--- src/div_pkg.sv ---
// constants and helpers for the iterative divide unit
// Notes on behaviour
// - a divide completes over exactly 18 iterations, issued under repeat count 17.
// - a divide takes 18 iteration cycles plus one repeat setup cycle before.
// - on completion the 16-bit quotient and 16-bit remainder are written back.
// - fractional divide clears low dividend word and copies dividend into remainder.
package div_pkg;
  localparam int ITER_TOTAL = 18;
  localparam int SETUP_CYCLES = 1;
  localparam logic [4:0] RPT_COUNT = 5'(ITER_TOTAL - 1);
  localparam logic [4:0] CNT_STEP_FIRST = 5'h10;
  localparam logic [4:0] CNT_DONE = 5'h00;
  localparam logic [4:0] CNT_ONE = 5'h01;
  localparam logic [15:0] WORD_ZERO = 16'h0000;
  localparam logic [15:0] WORD_ONES = 16'hFFFF;
  localparam logic [15:0] SIGNED_MAX = 16'h7FFF;
  localparam logic [15:0] SIGNED_MIN = 16'h8000;

  typedef enum logic [2:0] {
    signed_word_divide = 3'b000,
    unsigned_word_divide = 3'b001,
    signed_double_divide = 3'b010,
    unsigned_double_divide = 3'b011,
    fractional_divide = 3'b100
  } div_mode_t;

  typedef enum logic [1:0] {
    ST_IDLE = 2'b00,
    ST_ARMED = 2'b01,
    ST_RUN = 2'b10
  } div_state_t;

  function automatic logic [15:0] neg16(input logic [15:0] v);
    neg16 = 16'(~v + 16'h0001);
  endfunction

  function automatic logic [15:0] abs16(input logic [15:0] v, input logic sgn);
    abs16 = (sgn && v[15]) ? neg16(v) : v;
  endfunction

  function automatic logic [31:0] abs32(input logic [31:0] v, input logic sgn);
    abs32 = (sgn && v[31]) ? 32'(~v + 32'h0000_0001) : v;
  endfunction
endpackage

--- src/div_step_if.sv ---
// carrier between the divide controller and its restoring step
`timescale 1ns/1ps
interface div_step_if;
  logic [15:0] rem;
  logic [15:0] quo;
  logic [15:0] dvs;
  logic no_shift;
  logic [15:0] nxt_rem;
  logic [15:0] nxt_quo;
  modport ctrl (output rem, output quo, output dvs, output no_shift,
                input nxt_rem, input nxt_quo);
  modport step (input rem, input quo, input dvs, input no_shift,
                output nxt_rem, output nxt_quo);
endinterface

--- src/div_step.sv ---
// one restoring divide step on unsigned magnitudes
`timescale 1ns/1ps
module div_step
  import div_pkg::*;
(
  div_step_if.step s
);
  wire [16:0] partial = s.no_shift ? {1'b0, s.rem} : {s.rem, s.quo[15]};
  wire [16:0] diff = 17'(partial - {1'b0, s.dvs});
  wire fits = (partial >= {1'b0, s.dvs});
  wire [16:0] kept = fits ? diff : partial;

  assign s.nxt_rem = kept[15:0];
  assign s.nxt_quo = {s.quo[14:0], fits};
endmodule

--- src/iterative_divide_unit.sv ---
// iterative signed, unsigned and fractional divide datapath
`timescale 1ns/1ps
module iterative_divide_unit
  import div_pkg::*;
(
  // clock and reset
  input wire logic clk,
  input wire logic nrst,
  // sequencer control
  input wire logic repeat_setup,
  input wire logic iter_strobe,
  input wire logic [2:0] op_mode,
  // operand registers
  input wire logic [15:0] dividend_register,
  input wire logic [15:0] dividend_upper,
  input wire logic [15:0] divisor_register,
  // write back
  output logic wb_valid,
  output logic [15:0] quotient_register,
  output logic [15:0] remainder_register,
  // status
  output logic n_flag,
  output logic overflow_flag,
  output logic z_flag,
  output logic c_flag,
  output logic arith_trap,
  output logic busy
);
  ////////////////////////////////////////////////////////////////////////////
  // state
  div_state_t state_ff, nxt_state;
  logic [4:0] cnt_ff;
  logic [15:0] rem_ff, quo_ff, dvs_ff;
  logic mode_sgn_ff, mode_frac_ff, ovpre_ff, qneg_ff, rneg_ff;
  logic wb_ff, trap_ff, n_ff, ov_ff, z_ff;
  logic [15:0] qout_ff, rout_ff;
  logic busy_ff, c_ff;

  ////////////////////////////////////////////////////////////////////////////
  // operand decode at the first iteration
  div_mode_t mode;
  assign mode = div_mode_t'(op_mode);
  wire is_signed = (mode == signed_word_divide) || (mode == signed_double_divide)
                   || (mode == fractional_divide);
  wire is_double = (mode == signed_double_divide) || (mode == unsigned_double_divide);
  wire is_frac = (mode == fractional_divide);
  wire [15:0] word_ext = (is_signed && dividend_register[15]) ? WORD_ONES : WORD_ZERO;
  wire [31:0] dividend_raw = is_double ? {dividend_upper, dividend_register}
                           : is_frac ? {dividend_register, WORD_ZERO}
                           : {word_ext, dividend_register};
  wire [31:0] dividend_mag = abs32(dividend_raw, is_signed);
  wire [15:0] divisor_mag = abs16(divisor_register, is_signed);
  wire dividend_neg = is_signed && dividend_raw[31];
  wire divisor_neg = is_signed && divisor_register[15];
  wire divisor_zero = (divisor_register == WORD_ZERO);
  wire pre_ov = (dividend_mag[31:16] >= divisor_mag);

  ////////////////////////////////////////////////////////////////////////////
  // iteration phases
  wire first_iter = (state_ff == ST_ARMED) && iter_strobe;
  wire step_iter = (state_ff == ST_RUN) && iter_strobe && (cnt_ff != CNT_DONE);
  wire last_iter = (state_ff == ST_RUN) && iter_strobe && (cnt_ff == CNT_DONE);

  div_step_if sif ();
  assign sif.rem = rem_ff;
  assign sif.quo = quo_ff;
  assign sif.dvs = dvs_ff;
  assign sif.no_shift = mode_frac_ff && (cnt_ff == CNT_STEP_FIRST);
  div_step u_step (.s(sif.step));

  ////////////////////////////////////////////////////////////////////////////
  // result correction on the last iteration
  wire [15:0] q_signed = qneg_ff ? neg16(quo_ff) : quo_ff;
  wire [15:0] r_signed = rneg_ff ? neg16(rem_ff) : rem_ff;
  wire q_too_big = mode_sgn_ff && (quo_ff > SIGNED_MAX)
                   && !(qneg_ff && (quo_ff == SIGNED_MIN));
  wire ov_final = ovpre_ff || q_too_big;
  wire r_negative = r_signed[15] && rneg_ff;
  wire r_zero = (r_signed == WORD_ZERO);
  wire trap_now = first_iter && divisor_zero;

  always_comb begin
    nxt_state = state_ff;
    case (state_ff)
      ST_IDLE: begin
        if (repeat_setup) begin
          nxt_state = ST_ARMED;
        end
      end
      ST_ARMED: begin
        if (iter_strobe) begin
          nxt_state = divisor_zero ? ST_IDLE : ST_RUN;
        end
      end
      ST_RUN: begin
        if (last_iter) begin
          nxt_state = ST_IDLE;
        end
      end
      default: nxt_state = ST_IDLE;
    endcase
  end

  ////////////////////////////////////////////////////////////////////////////
  // next count and state flag
  wire load_cnt = repeat_setup && (state_ff == ST_IDLE);
  wire dec_cnt = first_iter || step_iter;
  wire [4:0] cnt_less = 5'(cnt_ff - CNT_ONE);
  wire [4:0] nxt_cnt = load_cnt ? RPT_COUNT
                     : dec_cnt ? cnt_less
                     : cnt_ff;
  wire nxt_busy = (nxt_state != ST_IDLE);

  ////////////////////////////////////////////////////////////////////////////
  // next working pair and operand attributes
  wire [15:0] nxt_rem = first_iter ? dividend_mag[31:16]
                      : step_iter ? sif.nxt_rem
                      : rem_ff;
  wire [15:0] nxt_quo = first_iter ? dividend_mag[15:0]
                      : step_iter ? sif.nxt_quo
                      : quo_ff;
  wire [15:0] nxt_dvs = first_iter ? divisor_mag : dvs_ff;
  wire nxt_mode_sgn = first_iter ? is_signed : mode_sgn_ff;
  wire nxt_mode_frac = first_iter ? is_frac : mode_frac_ff;
  wire nxt_ovpre = first_iter ? pre_ov : ovpre_ff;
  wire nxt_qneg = first_iter ? (dividend_neg ^ divisor_neg) : qneg_ff;
  wire nxt_rneg = first_iter ? dividend_neg : rneg_ff;

  ////////////////////////////////////////////////////////////////////////////
  // next results and flags
  wire [15:0] nxt_qout = last_iter ? q_signed : qout_ff;
  wire [15:0] nxt_rout = last_iter ? r_signed : rout_ff;
  wire nxt_n = last_iter ? r_negative : n_ff;
  wire nxt_ov = last_iter ? ov_final : ov_ff;
  wire nxt_z = last_iter ? r_zero : z_ff;

  ////////////////////////////////////////////////////////////////////////////
  // sequencing
  always_ff @(posedge clk) begin
    if (!nrst) begin
      state_ff <= ST_IDLE;
      cnt_ff <= CNT_DONE;
      busy_ff <= 1'b0;
    end else begin
      state_ff <= nxt_state;
      cnt_ff <= nxt_cnt;
      busy_ff <= nxt_busy;
    end
  end

  ////////////////////////////////////////////////////////////////////////////
  // working pair
  always_ff @(posedge clk) begin
    if (!nrst) begin
      rem_ff <= WORD_ZERO;
      quo_ff <= WORD_ZERO;
      dvs_ff <= WORD_ZERO;
    end else begin
      rem_ff <= nxt_rem;
      quo_ff <= nxt_quo;
      dvs_ff <= nxt_dvs;
    end
  end

  ////////////////////////////////////////////////////////////////////////////
  // operand attributes
  always_ff @(posedge clk) begin
    if (!nrst) begin
      mode_sgn_ff <= 1'b0;
      mode_frac_ff <= 1'b0;
      ovpre_ff <= 1'b0;
      qneg_ff <= 1'b0;
      rneg_ff <= 1'b0;
    end else begin
      mode_sgn_ff <= nxt_mode_sgn;
      mode_frac_ff <= nxt_mode_frac;
      ovpre_ff <= nxt_ovpre;
      qneg_ff <= nxt_qneg;
      rneg_ff <= nxt_rneg;
    end
  end

  ////////////////////////////////////////////////////////////////////////////
  // write back pulses
  always_ff @(posedge clk) begin
    if (!nrst) begin
      wb_ff <= 1'b0;
      trap_ff <= 1'b0;
      c_ff <= 1'b0;
    end else begin
      wb_ff <= last_iter;
      trap_ff <= trap_now;
      c_ff <= 1'b0;
    end
  end

  ////////////////////////////////////////////////////////////////////////////
  // results and flags
  always_ff @(posedge clk) begin
    if (!nrst) begin
      qout_ff <= WORD_ZERO;
      rout_ff <= WORD_ZERO;
      n_ff <= 1'b0;
      ov_ff <= 1'b0;
      z_ff <= 1'b0;
    end else begin
      qout_ff <= nxt_qout;
      rout_ff <= nxt_rout;
      n_ff <= nxt_n;
      ov_ff <= nxt_ov;
      z_ff <= nxt_z;
    end
  end

  ////////////////////////////////////////////////////////////////////////////
  // outputs
  assign wb_valid = wb_ff;
  assign quotient_register = qout_ff;
  assign remainder_register = rout_ff;
  assign n_flag = n_ff;
  assign overflow_flag = ov_ff;
  assign z_flag = z_ff;
  assign c_flag = c_ff;
  assign arith_trap = trap_ff;
  assign busy = busy_ff;
endmodule

--- config.mk ---
export PLATFORM = sky130hd
export DESIGN_NAME = iterative_divide_unit
export DESIGN_NICKNAME = d
export VERILOG_FILES = /design/src/div_pkg.sv /design/src/div_step_if.sv /design/src/div_step.sv /design/src/iterative_divide_unit.sv
export SDC_FILE = /design/constraint.sdc
export NUM_CORES = 1
export LEC_CHECK = 0
export BUFFER_PORTS_ARGS = -buffer_cell sky130_fd_sc_hd__buf_2
export CAP_MARGIN = 10
export CORE_UTILIZATION = 59
export DETAILED_ROUTE_END_ITERATION = 7
export GPL_ROUTABILITY_DRIVEN = 0
export MAX_ROUTING_LAYER = met4
export PLACE_DENSITY = 0.79
export SLEW_MARGIN = 20
export SYNTH_ARGS = -nofsm -noshare
export SYNTH_HDL_FRONTEND = slang
export SYNTH_SLANG_ARGS = --single-unit
--- constraint.sdc ---
create_clock -name clk -period 6 [get_ports clk]
set_input_delay 0.3 -clock clk [delete_from_list [all_inputs] [get_ports clk]]
set_output_delay 0.3 -clock clk [all_outputs]
set_load 0.05 [all_outputs]
### Yosys cells after proc, flatten, opt, wreduce, memory -nomap -nowiden

Cells that the tools add are included.

| word-level totals | value |
|---|---|
| output and inout bits | 39 |
| input port bits | 55 |
| register bits after elaboration | 98 |
| logic and storage cells | 91 |

| cells by class | value |
|---|---|
| equality and inequality tests | 7 |
| reductions and logical operators | 30 |
| bitwise operators | 6 |
| magnitude comparators | 3 |
| add/subtract/negate cells | 6 |
| multiplexer cells | 20 |

Operators by type and width:

| operator | count |
|---|---|
| $mux 16 | 9 |
| $mux 32 | 3 |
| $add 16x1->16 const B | 3 |
| $not 16->16 | 3 |
| $add 32x1->32 const B | 1 |
| $logic_not 16->1 | 2 |
| $not 32->32 | 1 |
| $ge 17x16->1 | 1 |
| $mux 17 | 1 |
| $eq 16x16->1 const B | 1 |
| $ge 16x16->1 | 1 |
| $gt 16x15->1 const B | 1 |
| $sub 16x16->16 | 1 |
| $logic_and 1x1->1 | 14 |
| $mux 5 | 2 |
| $mux 2 | 4 |
| $eq 3x2->1 const B | 2 |
| $pmux 2 s3 | 1 |
| $reduce_bool 2->1 | 3 |
| $eq 5x5->1 const B | 1 |
| $logic_not 5->1 | 1 |
| $logic_or 1x1->1 | 5 |
| $reduce_bool 5->1 | 1 |
| $sub 5x1->5 const B | 1 |
| other kinds (9) | 9 |

### Longest topological paths before layout

| depth | value |
|---|---|
| depth after elaboration | 11 |
| mapped depth | 22 |
| depth with buffers taken out | 18 |

### Hierarchy

A second synthesis with hierarchy kept.

| unflattened totals | value |
|---|---|
| cell total of the unflattened synthesis | 1009 |
| area, all modules | 8076.5 µm² |

Modules (own cells, without submodules):

| module | times used | area an instance (µm²) | cells an instance |
|---|---|---|---|
| iterative_divide_unit | 1 | 6620.1 | 827 |
| div_step | 1 | 1456.4 | 182 |

### Least setup slack after synthesis

OpenSTA, ideal clock, no wires.

| timing path | value |
|---|---|
| path type | input to register |
| start point | input op_mode[1] |
| end point | register ovpre_ff |
| stages on the path | 22 |
| arrival time | 4.416 ns |
| slack | 1.468 ns |
| required time | 5.884 ns |
| path buffers | 4 |
| cell sequence | buf_6 > or3b_1 > clkbuf_1 > clkbuf_1 > nand2_1 > ha_1 > clkbuf_1 > or4b_1 > or4_4 > a21oi_4 > nand3_4 > o21ai_1 > xor2_1 > ha_1 > a21o_1 > a21o_1 > a21o_1 > a21oi_1 > nand2_1 > o21ai_0 > a31oi_1 > a41o_1 |

| on the way | value |
|---|---|
| cells in the longest elaborated chain, start to end | 11 |

Ends and longest elaborated chain:

| item | RTL line | RTL |
|---|---|---|
| start, declared | iterative_divide_unit.sv:12 | `input wire logic [2:0] op_mode,` |
| $eq 3x2->1 or $logic_not 3->1 (tied branches) | iterative_divide_unit.sv:43, iterative_divide_unit.sv:45 |  |
| $logic_or 1x1->1 | iterative_divide_unit.sv:43 | `wire is_signed = (mode == signed_word_divide) \|\| (mode == signed_double_divide)` |
| $logic_or 1x1->1 | iterative_divide_unit.sv:44 | `\|\| (mode == fractional_divide);` |
| $logic_and 1x1->1 | iterative_divide_unit.sv:47 | `wire [15:0] word_ext = (is_signed && dividend_register[15]) ? WORD_ONES : WORD_ZERO;` |
| $mux 16 | iterative_divide_unit.sv:47 |  |
| $mux 32 | iterative_divide_unit.sv:49 | `: is_frac ? {dividend_register, WORD_ZERO}` |
| $mux 32 | iterative_divide_unit.sv:48 | `wire [31:0] dividend_raw = is_double ? {dividend_upper, dividend_register}` |
| $not 32->32 | div_pkg.sv:42 | `abs32 = (sgn && v[31]) ? 32'(~v + 32'h0000_0001) : v;` |
| $add 32x1->32 | div_pkg.sv:42 |  |
| $mux 32 | div_pkg.sv:42 |  |
| $ge 16x16->1 (*) | iterative_divide_unit.sv:56 | `wire pre_ov = (dividend_mag[31:16] >= divisor_mag);` |
| end signal, assigned | iterative_divide_unit.sv:177 | `ovpre_ff <= nxt_ovpre;` |
| end, declared | iterative_divide_unit.sv:34 | `logic mode_sgn_ff, mode_frac_ff, ovpre_ff, qneg_ff, rneg_ff;` |

Mark *: on every way between the ends. The rest lies on a longest branch, timed or not.
A chain may end at the register's enable or synchronous reset.

### Worst setup path in the final report

| timing path | value |
|---|---|
| start point | register cnt_ff[0] |
| end point | register rem_ff[5] |

| on the way | value |
|---|---|
| cells in the longest elaborated chain, start to end | 7 |

Ends and longest elaborated chain:

| item | RTL line | RTL |
|---|---|---|
| start, declared | iterative_divide_unit.sv:32 | `logic [4:0] cnt_ff;` |
| start signal, assigned | iterative_divide_unit.sv:146 | `cnt_ff <= nxt_cnt;` |
| $eq 5x5->1 | iterative_divide_unit.sv:68 | `assign sif.no_shift = mode_frac_ff && (cnt_ff == CNT_STEP_FIRST);` |
| $logic_and 1x1->1 | iterative_divide_unit.sv:68 |  |
| $mux 17 | div_step.sv:8 | `wire [16:0] partial = s.no_shift ? {1'b0, s.rem} : {s.rem, s.quo[15]};` |
| $sub 16x16->16 or $ge 17x16->1 (tied branches) | div_step.sv:9, div_step.sv:10 |  |
| $mux 16 | div_step.sv:11 | `wire [16:0] kept = fits ? diff : partial;` |
| $mux 16 | iterative_divide_unit.sv:117 | `: step_iter ? sif.nxt_rem` |
| $mux 16 | iterative_divide_unit.sv:116 | `wire [15:0] nxt_rem = first_iter ? dividend_mag[31:16]` |
| end signal, assigned | iterative_divide_unit.sv:159 | `rem_ff <= nxt_rem;` |
| end, declared | iterative_divide_unit.sv:33 | `logic [15:0] rem_ff, quo_ff, dvs_ff;` |

Parallel ways exist; a longest one is shown, timed or not. The select of a mux whose other input is x is not followed.

==> run summary <==
status: finished clean
share of cells above drive strength 1: 17.45%
pwr dens: 231.3 nW/um^2
Post-DRT Antenna Nets: 0
Clock Power Share: 28.5%
Max IR drop VDD: 0.1457 mV
Seq. cell area: 1962 um^2
Syn Nets: 1012
Worst-Skew Late Latency: 0.35 ns
Synth Cell Area: 7243 um^2
Sequential Power Share: 38.2%
Internal: 1.209 mW
CP arrival: 4.87 ns
ys flop type: dfxtp_1
Layout Cells excl Fill: 1127
hold bufs inserted after CTS: 0
Synth Warn #: 0
synthesized area per cell: 7.882 um^2
IO Pins: 94
DR vias/cell: 6.044
initial antenna violation count: 0
CP Data Required Time: 6.19 ns
met2 usage: 46.09%
Setup WS pre-CTS: 1.308 ns
antenna cells: 0
GR Overflow Total: 0
sw frac: 34.45%
setup TNS: 0 ns
final hold violations: 0
EDFF count, synth: 0
clk sink count: 98
cell taking the most area after synthesis: dfxtp_1
GRT Total Usage: 31.32%
initial core utilization: 60.30%
CP Cell Sequence: inv_1, ha_1, nor3b_1, and3_1, mux2_2, ha_1, and4_1, o2111ai_1, a21oi_1, o211ai_1, a2bb2oi_2, buf_4, mux2_2, nand2_1, a21oi_1
slowest CP cell: and3_1
Setup Viol. Count Final: 0
Crit path max-delay family: simple AND/OR/NAND/NOR gates
drt pass-1 iters: 5
met3 usage: 4.928%
die width: 112.8 um
max-capacitance violation count: 0
Seq/Total Area, Yosys: 27.09%
synth top area cells: dfxtp_1 (27%), ha_1 (6.4%), nor2_1 (5.5%), nand2_1 (5.2%), xnor2_1 (5.1%)
hold crit path type: input port to flop
vias: 6812
WP buf/inv: 2
H-tree Lvls: 3
PortBufs: 92
met1 usage: 43.04%
Yosys reg bits: 98
Top Usage Layer GRT: met2
row count: 40
DP Area: 7714 um^2
Die Span Y: 112.8 um
DRC Markers: 0
# placed instances: 1112
DP Wirelength: 14.02 mm
CP Class: flop to flop
Gate power share: 33.3%
Core Box Area: 12010 um^2
footprint of the multi-input gates: 4901 um^2
Nets: 1069
most common cell in the netlist: nor2_1
Design Area, Final: 7974 um^2
Mapped Cells: 919
WL/cell: 16.81 um
first-pass GRT wire length: 30.96 mm
crit path time final: 4.682 ns
setup ws final: 1.318 ns
maximum buffer depth of the clock tree: 2
vias in the first global route: 6140
pin count of the biggest net entering global routing: 88
CTS Buf Count: 9
CTS tree: yes
CP Max Fanout: 16
Async S/R FF share, synth: 0%
CP startpoint kind: flop
Resized cells post-CTS: 0
fmax: 213.6 MHz
highest cell delay on the worst timing path: 0.71 ns
Root Driver: clkbuf_16
post-synth top area share: 27.09%
Max Slew Vio Count: 0
area of the die: 12720 um^2
count of different cell masters after synthesis: 80
P_leak: 3.236 nW
total net switching power: 635.5 uW
WL final: 18.95 mm
Worst Skew: 0.009336 ns
DRT iter0 DRCs: 573
Rel. slew slack: 37.28%
Crit. End Element: flop
Worst-Margin Slew: 0.9408 ns
Post-synth top cells: nor2_1 (107), nand2_1 (101), dfxtp_1 (98)
overall power: 1.845 mW
number of setup buffers added after CTS: 0
Area growth syn-to-layout: 10.09%
Reg clk slew, reported paths: 0.06 ns
Filler Cells Inserted: 1071
part of the cycle the worst path needs: 78.04%
RSZ-0062 raised after global routing: no
[final timing paths]
kind                                from                     end  slack (ns)  depth (start not counted)
setup / recovery               cnt_ff[0]               rem_ff[5]        1.32                         15
hold / removal       divisor_register[0]               dvs_ff[0]        0.26                          3
setup reg to reg               cnt_ff[0]               rem_ff[5]        1.32                         15
hold reg to reg   remainder_register[12]  remainder_register[12]        0.45                          2
[state kept, by name, summed over array words and instances (netlist names), 2 cells and up]
register / cells
cnt_ff: 5
dvs_ff: 16
quo_ff: 16
quotient_register: 16
rem_ff: 16
remainder_register: 16
state_ff: 2
[logic make-up after synthesis]
group           count (synthesis)  share of synthesized area, %
buf+inv                        91                         5.389
simple gates                  329                         22.42
flops                          98                         27.09
mux                            26                         3.904
fa+ha+maj                      38                         6.668
xor+xnor                       82                         10.02
other cells                     1                       0.05177
compound gates                254                         24.46
[layout by cell type, fill, tap and decap left out, types with 8 or more instances in the layout]
cell type	count
a211oi_1	40
a21o_1	8
a21oi_1	64
a221oi_1	14
a22oi_1	17
a31oi_1	12
and3_1	8
buf_2	92
buf_4	10
clkbuf_16	9
dfxtp_1	98
ha_1	37
inv_1	34
mux2_2	18
mux2i_1	8
nand2_1	101
nand3_1	20
nand4_1	13
nor2_1	107
nor3_1	12
o21ai_0	32
o31ai_1	15
or3_1	10
xnor2_1	42
xor2_1	39
[through the flow]
stage          hold WS [ns]  utilization, %
2_1_floorplan        0.4360               -
3_3_place_gp         0.4401           64.22
3_5_place_dp         0.4451           64.22
4_1_cts              0.2461           66.39
5_1_grt              0.2891           66.39
6_report             0.2581           66.39
[power by group through the flow]
stage / clock [mW] / combinational (mW) / sequential, mW
3_5_place_dp: 0 / 0.599 / 0.719
5_1_grt: 0.561 / 0.668 / 0.708
3_3_place_gp: 0 / 0.588 / 0.717
4_1_cts: 0.527 / 0.605 / 0.704
6_report: 0.526 / 0.614 / 0.705
2_1_floorplan: 0 / 0.445 / 0.726
[layout make-up]
class,instances,share of cell area (%)
clock inverter,5,0.3923
tap,147,2.307
multi-input combinational,730,61.46
inverter,35,1.648
timing repair buffer,102,6.716
sequential,98,24.60
clock buffer,10,2.871
[tightest hold or removal path: stages]
cell and delay, ns:
buf_2 0.14, nand2_1 0.07, a21oi_1 0.05
[routing by layer]
layer | routed length [um] | share of wire, %
met1 | 8915 | 47
met2 | 8193 | 43
met3 | 1371 | 7.2
met4 | 467 | 2.5
met5 | 0 | 0
(Power assumes the default switching activity.)
